$ cat src/inc/charger_consts.vh
// Constants for the charger I2C register bank and interrupt pulse.
// Assumes inclusion by bare name.
`ifndef CHARGER_CONSTS_VH
`define CHARGER_CONSTS_VH

// Bus addressing and direction bit.
`define TARGET_ADDR         7'h6B
`define DIR_WRITE           1'h0
`define DIR_READ            1'h1

// Register offsets.
`define ADDR_STATUS         8'h00
`define ADDR_MASK           8'h02
`define ADDR_POWER_PATH     8'h03
`define ADDR_VTERM          8'h04
`define ADDR_ICHARGE        8'h05
`define ADDR_WATCHDOG       8'h06

// Reset values.
`define RST_STATUS          8'h00
`define RST_MASK            8'h00
`define RST_POWER_PATH      8'h00
`define RST_VTERM           8'h24
`define RST_ICHARGE         8'h44
`define RST_WATCHDOG        8'h43

// Bits that store a written value; the others read as zero.
`define WMASK_MASK          8'h7E
`define WMASK_POWER_PATH    8'h3F
`define WMASK_WATCHDOG      8'hDF

// Status register fields.
`define ST_TRICKLE          7
`define ST_FAST             6
`define ST_WDOG             5
`define ST_UV               4
`define ST_SHORT            3
`define ST_CHG_HI           2
`define ST_CHG_LO           1
`define ST_PGOOD            0

// Mask register fields.
`define M_UV                6
`define M_EOC               5
`define M_SHORT             4
`define M_STATE             3
`define M_PGOOD             2
`define M_TIMER             1

// Power path control fields.
`define PP_SCALE            5
`define PP_DLIM_HI          4
`define PP_DLIM_LO          3
`define PP_ILIM             2
`define PP_MODE_HI          1
`define PP_MODE_LO          0
`define MODE_POWER_DOWN     2'h1
`define CHG_END             2'h3

// Watchdog control fields.
`define WD_KICK             7
`define WD_EN               6

// Timing.
`define CLK_FREQ_MHZ        100
`define IRQ_PULSE_US        256
`define IRQ_PULSE_CYCLES    (`IRQ_PULSE_US * `CLK_FREQ_MHZ)
`define POWER_DOWN_S        8
`define POWER_DOWN_CYCLES   (`POWER_DOWN_S * 1000000 * `CLK_FREQ_MHZ)

`endif

$ cat src/bit_sync.v
// Two-stage synchroniser for a bundle of independent level inputs.
// Assumes slow levels; bits are not coherent.
`timescale 1ns/1ps

module bit_sync #(
    parameter WIDTH = 1
) (
    // Clock and reset.
    input  wire             i_clk,
    input  wire             i_reset,
    // Asynchronous levels in, synchronised levels out.
    input  wire [WIDTH-1:0] i_async,
    output wire [WIDTH-1:0] o_sync
);

    genvar g;

    // Each bit passes two flip-flops; the first is read only by the second.
    generate
        for (g = 0; g < WIDTH; g = g + 1) begin : g_bit
            reg stage1;
            reg stage2;
            always @(posedge i_clk or posedge i_reset) begin
                if (i_reset) begin
                    stage1 <= 1'h0;
                    stage2 <= 1'h0;
                end else begin
                    stage1 <= i_async[g];
                    stage2 <= stage1;
                end
            end
            assign o_sync[g] = stage2;
        end
    endgenerate

endmodule

$ cat src/charger_i2c_regs_irq.v
// Holds the I2C target, the register bank and the interrupt events.
// Assumes external pull-ups on the open-drain lines
// and asynchronous charger status levels.
`timescale 1ns/1ps
`include "charger_consts.vh"

module charger_i2c_regs_irq #(
    parameter [31:0] IRQ_PULSE_CYCLES  = `IRQ_PULSE_CYCLES,
    parameter [31:0] POWER_DOWN_CYCLES = `POWER_DOWN_CYCLES
) (
    // Clock and reset.
    input  wire       i_clk,
    input  wire       i_reset,
    // I2C clock line.
    input  wire       i_scl,
    output wire       o_scl,
    output wire       o_scl_oe,
    // I2C data line.
    input  wire       i_sda,
    output wire       o_sda,
    output wire       o_sda_oe,
    // Open-drain interrupt line.
    output wire       o_interrupt_out_n,
    output wire       o_interrupt_oe,
    // Charger status levels.
    input  wire       i_trickle_timeout_flag,
    input  wire       i_fast_charge_timeout_flag,
    input  wire       i_watchdog_timeout_flag,
    input  wire       i_battery_undervoltage_flag,
    input  wire       i_sys_short_flag,
    input  wire [1:0] i_charge_state,
    input  wire       i_input_power_good,
    // Power path controls.
    output wire       o_charge_current_scale_up,
    output wire [1:0] o_discharge_current_limit,
    output wire       o_input_current_limit,
    output wire [1:0] o_battery_switch_mode,
    // Charge controls.
    output wire [7:0] o_charge_voltage_term_control,
    output wire [7:0] o_charge_current_control,
    // Watchdog controls.
    output wire [7:0] o_watchdog_timer_control,
    output wire       o_watchdog_enable,
    output wire       o_watchdog_kick
);

    // Bus state encodings.
    localparam [2:0] ST_IDLE  = 3'h0;
    localparam [2:0] ST_ADDR  = 3'h1;
    localparam [2:0] ST_WRITE = 3'h2;
    localparam [2:0] ST_ACK   = 3'h3;
    localparam [2:0] ST_READ  = 3'h4;
    localparam [2:0] ST_RACK  = 3'h5;

    wire [9:0] sync_in;
    wire [9:0] sync_out;
    wire       scl_s;
    wire       sda_s;
    wire [7:0] status_raw;
    reg        scl_d;
    reg        sda_d;
    wire       scl_rise;
    wire       scl_fall;
    wire       bus_start;
    wire       bus_stop;

    reg  [2:0] state;
    reg  [3:0] bit_cnt;
    reg  [7:0] shift;
    reg        dir;
    reg        ptr_phase;
    reg  [7:0] ptr;
    reg        sda_oe;
    reg        line_level;
    reg        wr_en;
    reg  [7:0] wr_addr;
    reg  [7:0] wr_data;
    wire [7:0] rd_data;

    reg  [7:0] charger_status;
    reg  [7:0] status_prev;
    reg  [7:0] interrupt_mask;
    reg  [7:0] power_path_control;
    reg  [7:0] charge_voltage_term_control;
    reg  [7:0] charge_current_control;
    reg  [7:0] watchdog_timer_control;
    reg        kick;
    reg [31:0] pd_count;
    wire       pd_running;
    wire       pd_done;

    wire       ev_timer;
    wire       ev_uv;
    wire       ev_short;
    wire       ev_state;
    wire       ev_eoc;
    wire       ev_pgood;
    wire       irq_trigger;
    wire       irq_active;

    // Register read decode; unmapped offsets read as zero.
    function [7:0] read_reg;
        input [7:0] addr;
        begin
            case (addr)
                `ADDR_STATUS:     read_reg = charger_status;
                `ADDR_MASK:       read_reg = interrupt_mask;
                `ADDR_POWER_PATH: read_reg = power_path_control;
                `ADDR_VTERM:      read_reg = charge_voltage_term_control;
                `ADDR_ICHARGE:    read_reg = charge_current_control;
                `ADDR_WATCHDOG:   read_reg = watchdog_timer_control;
                default:          read_reg = 8'h00;
            endcase
        end
    endfunction

    // Every pin-facing input passes the synchroniser first.
    assign sync_in = {i_scl, i_sda,
                      i_trickle_timeout_flag, i_fast_charge_timeout_flag,
                      i_watchdog_timeout_flag, i_battery_undervoltage_flag,
                      i_sys_short_flag, i_charge_state, i_input_power_good};

    bit_sync #(
        .WIDTH (10)
    ) u_sync (
        .i_clk   (i_clk),
        .i_reset (i_reset),
        .i_async (sync_in),
        .o_sync  (sync_out)
    );

    assign scl_s      = sync_out[9];
    assign sda_s      = sync_out[8];
    assign status_raw = sync_out[7:0];

    // Previous line levels; reset matches the synchroniser, so no false edge.
    always @(posedge i_clk or posedge i_reset) begin
        if (i_reset) begin
            scl_d <= 1'h0;
            sda_d <= 1'h0;
        end else begin
            scl_d <= scl_s;
            sda_d <= sda_s;
        end
    end

    // Clock edges and bus conditions, seen in any state.
    assign scl_rise  = scl_s & ~scl_d;
    assign scl_fall  = ~scl_s & scl_d;
    assign bus_start = scl_s & scl_d & sda_d & ~sda_s;
    assign bus_stop  = scl_s & scl_d & ~sda_d & sda_s;
    assign rd_data   = read_reg(ptr);

    // Bus target sequencer. The data line only moves after a falling
    // clock edge, so our own driving never looks like start or stop.
    always @(posedge i_clk or posedge i_reset) begin
        if (i_reset) begin
            state     <= ST_IDLE;
            bit_cnt   <= 4'h0;
            shift     <= 8'h00;
            dir       <= `DIR_WRITE;
            ptr_phase <= 1'h0;
            ptr       <= 8'h00;
            sda_oe    <= 1'h0;
            wr_en     <= 1'h0;
            wr_addr   <= 8'h00;
            wr_data   <= 8'h00;
        end else begin
            wr_en <= 1'h0;
            if (bus_start) begin
                state   <= ST_ADDR;
                bit_cnt <= 4'h0;
                sda_oe  <= 1'h0;
            end else if (bus_stop) begin
                state   <= ST_IDLE;
                sda_oe  <= 1'h0;
            end else begin
                case (state)
                    ST_ADDR, ST_WRITE: begin
                        if (scl_rise) begin
                            shift   <= {shift[6:0], sda_s};
                            bit_cnt <= bit_cnt + 4'h1;
                        end else if (scl_fall && bit_cnt == 4'h8) begin
                            if (state == ST_ADDR) begin
                                if (shift[7:1] == `TARGET_ADDR) begin
                                    dir       <= shift[0];
                                    ptr_phase <= (shift[0] == `DIR_WRITE);
                                    sda_oe    <= 1'h1;
                                    state     <= ST_ACK;
                                end else begin
                                    state     <= ST_IDLE;
                                end
                            end else begin
                                sda_oe <= 1'h1;
                                state  <= ST_ACK;
                                if (ptr_phase) begin
                                    ptr       <= shift;
                                    ptr_phase <= 1'h0;
                                end else begin
                                    wr_en   <= 1'h1;
                                    wr_addr <= ptr;
                                    wr_data <= shift;
                                    ptr     <= ptr + 8'h01;
                                end
                            end
                        end
                    end
                    ST_ACK: begin
                        if (scl_fall) begin
                            bit_cnt <= 4'h0;
                            if (dir == `DIR_READ) begin
                                shift  <= rd_data;
                                sda_oe <= ~rd_data[7];
                                ptr    <= ptr + 8'h01;
                                state  <= ST_READ;
                            end else begin
                                sda_oe <= 1'h0;
                                state  <= ST_WRITE;
                            end
                        end
                    end
                    ST_READ: begin
                        if (scl_fall) begin
                            shift   <= {shift[6:0], 1'h0};
                            bit_cnt <= bit_cnt + 4'h1;
                            if (bit_cnt == 4'h7) begin
                                sda_oe <= 1'h0;
                                state  <= ST_RACK;
                            end else begin
                                sda_oe <= ~shift[6];
                            end
                        end
                    end
                    ST_RACK: begin
                        if (scl_rise) begin
                            if (sda_s) begin
                                state <= ST_IDLE;
                            end else begin
                                state <= ST_ACK;
                            end
                        end
                    end
                    default: begin
                        state <= ST_IDLE;
                    end
                endcase
            end
        end
    end

    // Constant low drive level for every open-drain pin.
    always @(posedge i_clk or posedge i_reset) begin
        if (i_reset) begin
            line_level <= 1'h0;
        end else begin
            line_level <= 1'h0;
        end
    end

    // Status follows the charger levels whatever the mask holds.
    always @(posedge i_clk or posedge i_reset) begin
        if (i_reset) begin
            charger_status <= `RST_STATUS;
            status_prev    <= `RST_STATUS;
        end else begin
            charger_status <= status_raw;
            status_prev    <= charger_status;
        end
    end

    // Power-down timer runs while the switch mode asks for it.
    assign pd_running = (power_path_control[`PP_MODE_HI:`PP_MODE_LO]
                         == `MODE_POWER_DOWN);
    assign pd_done    = pd_running
                        && (pd_count == POWER_DOWN_CYCLES - 32'h1);

    always @(posedge i_clk or posedge i_reset) begin
        if (i_reset) begin
            pd_count <= 32'h0;
        end else if (pd_running && !pd_done) begin
            pd_count <= pd_count + 32'h1;
        end else begin
            pd_count <= 32'h0;
        end
    end

    // Writable registers; a finished power-down restores the defaults.
    always @(posedge i_clk or posedge i_reset) begin
        if (i_reset) begin
            interrupt_mask              <= `RST_MASK;
            power_path_control          <= `RST_POWER_PATH;
            charge_voltage_term_control <= `RST_VTERM;
            charge_current_control      <= `RST_ICHARGE;
            watchdog_timer_control      <= `RST_WATCHDOG;
            kick                        <= 1'h0;
        end else if (pd_done) begin
            interrupt_mask              <= `RST_MASK;
            power_path_control          <= `RST_POWER_PATH;
            charge_voltage_term_control <= `RST_VTERM;
            charge_current_control      <= `RST_ICHARGE;
            watchdog_timer_control      <= `RST_WATCHDOG;
            kick                        <= 1'h0;
        end else begin
            kick <= 1'h0;
            if (wr_en) begin
                case (wr_addr)
                    `ADDR_MASK: begin
                        interrupt_mask <= wr_data & `WMASK_MASK;
                    end
                    `ADDR_POWER_PATH: begin
                        power_path_control <= wr_data & `WMASK_POWER_PATH;
                    end
                    `ADDR_VTERM: begin
                        charge_voltage_term_control <= wr_data;
                    end
                    `ADDR_ICHARGE: begin
                        charge_current_control <= wr_data;
                    end
                    `ADDR_WATCHDOG: begin
                        watchdog_timer_control <= wr_data & `WMASK_WATCHDOG;
                        kick <= wr_data[`WD_KICK];
                    end
                    default: begin
                        kick <= 1'h0;
                    end
                endcase
            end
        end
    end

    // Interrupt sources, each gated by its own mask bit.
    assign ev_timer = |(charger_status[`ST_TRICKLE:`ST_WDOG]
                        & ~status_prev[`ST_TRICKLE:`ST_WDOG])
                      & ~interrupt_mask[`M_TIMER];
    assign ev_uv    = charger_status[`ST_UV] & ~status_prev[`ST_UV]
                      & ~interrupt_mask[`M_UV];
    assign ev_short = charger_status[`ST_SHORT] & ~status_prev[`ST_SHORT]
                      & ~interrupt_mask[`M_SHORT];
    assign ev_state = (charger_status[`ST_CHG_HI:`ST_CHG_LO]
                       != status_prev[`ST_CHG_HI:`ST_CHG_LO])
                      & ~interrupt_mask[`M_STATE];
    assign ev_eoc   = (charger_status[`ST_CHG_HI:`ST_CHG_LO] == `CHG_END)
                      & (status_prev[`ST_CHG_HI:`ST_CHG_LO] != `CHG_END)
                      & ~interrupt_mask[`M_EOC];
    assign ev_pgood = (charger_status[`ST_PGOOD] ^ status_prev[`ST_PGOOD])
                      & ~interrupt_mask[`M_PGOOD];
    assign irq_trigger = ev_timer | ev_uv | ev_short
                         | ev_state | ev_eoc | ev_pgood;

    irq_pulse #(
        .PULSE_CYCLES (IRQ_PULSE_CYCLES)
    ) u_irq (
        .i_clk     (i_clk),
        .i_reset   (i_reset),
        .i_trigger (irq_trigger),
        .o_active  (irq_active)
    );

    // Pin drive: every line is low when enabled, released otherwise.
    assign o_scl             = line_level;
    assign o_scl_oe          = line_level;
    assign o_sda             = line_level;
    assign o_sda_oe          = sda_oe;
    assign o_interrupt_out_n = line_level;
    assign o_interrupt_oe    = irq_active;

    // Control fields straight from their registers.
    assign o_charge_current_scale_up = power_path_control[`PP_SCALE];
    assign o_discharge_current_limit =
        power_path_control[`PP_DLIM_HI:`PP_DLIM_LO];
    assign o_input_current_limit     = power_path_control[`PP_ILIM];
    assign o_battery_switch_mode     =
        power_path_control[`PP_MODE_HI:`PP_MODE_LO];
    assign o_charge_voltage_term_control = charge_voltage_term_control;
    assign o_charge_current_control      = charge_current_control;
    assign o_watchdog_timer_control      = watchdog_timer_control;
    assign o_watchdog_enable = watchdog_timer_control[`WD_EN];
    assign o_watchdog_kick   = kick;

endmodule

$ cat src/irq_pulse.v
// Fixed-width pulse timer for the interrupt line.
// Assumes the trigger is a one-cycle pulse on the same clock.
`timescale 1ns/1ps
`include "charger_consts.vh"

module irq_pulse #(
    parameter [31:0] PULSE_CYCLES = `IRQ_PULSE_CYCLES
) (
    // Clock and reset.
    input  wire i_clk,
    input  wire i_reset,
    // Event in, pulse out.
    input  wire i_trigger,
    output reg  o_active
);

    reg [31:0] count;

    // A trigger starts a pulse of exactly PULSE_CYCLES cycles.
    // Triggers while a pulse runs are merged into it.
    always @(posedge i_clk or posedge i_reset) begin
        if (i_reset) begin
            count    <= 32'h0;
            o_active <= 1'h0;
        end else if (!o_active) begin
            count    <= 32'h0;
            o_active <= i_trigger;
        end else if (count == PULSE_CYCLES - 32'h1) begin
            count    <= 32'h0;
            o_active <= 1'h0;
        end else begin
            count    <= count + 32'h1;
        end
    end

endmodule

$ cat config.mk
export PLATFORM = sky130hd
export DESIGN_NAME = charger_i2c_regs_irq
export DESIGN_NICKNAME = d
export VERILOG_FILES = /design/src/bit_sync.v /design/src/charger_i2c_regs_irq.v /design/src/irq_pulse.v
export VERILOG_INCLUDE_DIRS = /design/src /design/src/inc
export SDC_FILE = /design/constraint.sdc
export NUM_CORES = 1
export LEC_CHECK = 0
export ABC_AREA = 1
export CAP_MARGIN = 10
export CORE_MARGIN = 2
export CORE_UTILIZATION = 30
export CTS_CLUSTER_DIAMETER = 150
export DETAILED_ROUTE_END_ITERATION = 12
export DONT_BUFFER_PORTS = 1
export HOLD_SLACK_MARGIN = 0.03
export SYNTH_ARGS = -nofsm -noshare
export SYNTH_HDL_FRONTEND = slang
export SYNTH_SLANG_ARGS = --single-unit
$ cat constraint.sdc
create_clock -name i_clk -period 5.75 [get_ports i_clk]
set_clock_uncertainty 0.05 [all_clocks]
set_input_delay 1.15 -clock i_clk [delete_from_list [all_inputs] [get_ports i_clk]]
set_output_delay 1.15 -clock i_clk [all_outputs]
set_load 0.05 [all_outputs]
==> flow_metrics.tcl <==
set metrics [dict create \
    cts.clk_slew.worst_paths_ns 0.08 \
    avgSynthCellArea_um2 8.18 \
    totalPowerFinal_w 0.00333 \
    tightest_slew_ns 1.08 \
    hold_end "u_sync.g_bit[1].stage2$_DFF_PP0_" \
    ant_nets 0 \
    grt.busiest_layer "met2" \
    tns_ns 0 \
    clock_latency_ns 0.44 \
    status "finished, final reports clean" \
    antenna_found_initial 0 \
    die_w_um 179 \
    cts_inserted_buffers 17 \
    grt_usage 0.156 \
    yosys_register_bits 182 \
    row_count 64 \
    maxSlewHeadroom 0.279 \
    wl_per_cell_um 15.4 \
    cts_setup_buffers 0 \
    start_util 0.302 \
    grt_max_degree 183 \
    rr_startpoint "power_path_control[0]$_DFFE_PP0P_" \
    synthTopCellsByCount "nand2_1 (282), dfrtp_1 (175), nor2_1 (172), inv_1 (85), nand3_1 (64)" \
    finalMaxSlewViolations 0 \
    hold_viol 0 \
    grt_pass1_vias 7154 \
    synth_edf_count 0 \
    first_iter_violations 711 \
    cts_tree "yes" \
    hpwl_mm 17.0 \
    cp-start-kind "flip-flop" \
    port_buffers 0 \
    cts_resized 0 \
    hold_depth 0 \
    crit_arrival_ns 1.33 \
    end_kind "primary output" \
    cts_hold_buf 0 \
    use_met2 0.248 \
    powerDensity_nw_per_um2 328 \
    crit_fanout 4 \
    worstRegToRegCells 4 \
    synth_top_area_frac 0.476 \
    vias 7378 \
    synth_area_leaders "dfrtp_1 (48%), nand2_1 (12%), nor2_1 (7.0%)" \
    dieHeight_um 179 \
    period_needed_ns 2.53 \
    cts_root_buf "clkbuf_16" \
    max_freq_ghz 0.396 \
    grt_use_met1 0.217 \
    synthFlopType "dfrtp_1" \
    synth_cells 1125 \
    power.leakage_nw 4.33 \
    setup_viol 0 \
    rsz0062_at_grt "no" \
    routed_wirelength_mm 23.6 \
    crit_required_ns 4.55 \
    ys_async_sr_fraction 1.00 \
    yosys.cell_count.top_type "nand2_1" \
    drc 0 \
    htreeDepth 4 \
    hp-class "reg2reg" \
    grt_overflow 0 \
    path_class "reg2out" \
    drive_above_1_share 0.0950 \
    synth_seq_area_share 0.496 \
    grt_use_met3 0.0305 \
    viasPerCell 4.81 \
    ys_warn_count 0 \
    regToRegSetupSlack_ns 3.33 \
    areaGrowthSynthToFinish_pct 10.4 \
    yosys.area.top_type "dfrtp_1" \
    core_um2 30400 \
    grt_pass1_wl_mm 38.9 \
    clock_path_buffers 2 \
    fin_nets 1144 \
    place_congestion 0.878 \
    io_pins 50 \
    dieArea_um2 32100 \
    ir_drop_uv 201 \
    min-delay-start "u_sync.g_bit[1].stage1$_DFF_PP0_" \
    synth_cell_types 45 \
    reg2reg_to "pd_count[6]$_DFF_PP0_" \
    fin_crit_sh 0.440 \
    firstDrtPassIters 5 \
    max_cap_viol_count 0 \
    cts_sinks 182 \
    synthesis.area_um2 9200 \
]
[area by class of cell]
class                           count  area, um2
Timing Repair Buffer                2       31.3
Fill cell                        3191      20300
Sequential cell                   182       4560
Inverter                           94        357
Clock inverter                     15        175
Multi-Input combinational cell    827       4110
Tap cell                          396        495
Clock buffer                       17        425
Antenna cell                        2       5.00
[sequential cells by signal, indices dropped and copies added (netlist names), 6 cells and up]
register,cells
charger_status,8
interrupt_mask,6
o_charge_current_control,8
o_charge_voltage_term_control,8
o_watchdog_timer_control,7
pd_count,32
power_path_control,6
ptr,8
shift,8
status_prev,8
u_irq.count,32
u_sync.g_bit.stage1,10
u_sync.g_bit.stage2,10
wr_addr,8
wr_data,8
[cell usage in the layout, fill, tap and decap left out, types with 3 or more instances in the layout]
master / n
nand2_1: 282
dfrtp_1: 175
nor2_1: 172
inv_1: 84
nand3_1: 64
o21ai_1: 47
nor3_1: 40
xor2_1: 35
o21ai_0: 27
nand4_1: 22
a21oi_1: 22
xnor2_1: 19
clkbuf_16: 17
nand2_2: 15
nor2_2: 12
inv_2: 9
ha_1: 8
nor3_2: 7
nand3_2: 7
dfstp_2: 7
nor2_4: 6
nor3b_1: 5
nor4_1: 5
conb_1: 5
clkinv_8: 5
inv_6: 5
o211ai_1: 4
inv_8: 3
[report_power, final]
group          total, W  internal, W  leakage (nW)  switching (W)
clock network   0.00119     0.000589         0.289       0.000599
logic          0.000655     0.000206          1.66       0.000448
registers       0.00149      0.00138          2.38       0.000110
[cell families (layout without fill, tap and decap cells)]
group | Yosys count | after routing | share of synthesized area
other | 1 | 7 | 0.000408
XOR/XNOR | 54 | 54 | 0.0514
buffers and inverters | 120 | 128 | 0.0590
AO/OA/AOI/OAI | 110 | 110 | 0.0636
adder cells (fa/ha/maj) | 8 | 8 | 0.0109
AND/OR/NAND/NOR | 650 | 650 | 0.319
flip-flops | 182 | 182 | 0.496
[worst max path at each step]
stage | startpoint | endpoint | slack, ns | cells past startpoint
finish | o_watchdog_timer_control[6]$_DFFE_PP1P_ | o_watchdog_enable | 3.22 | 0
global route | pd_count[0]$_DFF_PP0_ | pd_count[20]$_DFF_PP0_ | 3.07 | 8
CTS | o_watchdog_timer_control[6]$_DFFE_PP1P_ | o_watchdog_enable | 3.20 | 0
detailed placement | power_path_control[0]$_DFFE_PP0P_ | pd_count[6]$_DFF_PP0_ | 3.29 | 4
global placement | state[0]$_DFFE_PP0P_ | ptr[3]$_DFFE_PP0P_ | 3.33 | 9
floorplan | i_reset | bit_cnt[0]$_DFFE_PP0P_ | 2.22 | 1
[metrics by stage]
step,worst slack [ns],util,instances,hold WS (ns),cell area [um2]
detailed placement,3.29,0.314,1501,0.285,9560
finish,3.22,0.334,1535,0.302,10200
CTS,3.20,0.334,1533,0.305,10200
floorplan,2.22,-,1129,0.281,9220
global placement,3.33,0.314,1500,0.285,9550
global route,3.07,0.334,1533,0.309,10200
[metal layers]
metal  wire [um]  vias to the layer above
met2       11100                      188
met1       11000                     3539
met4         318                        0
met5           0                        -
met3        1120                       29
li1            -                     3622
Power figures use the tool's default switching activity.
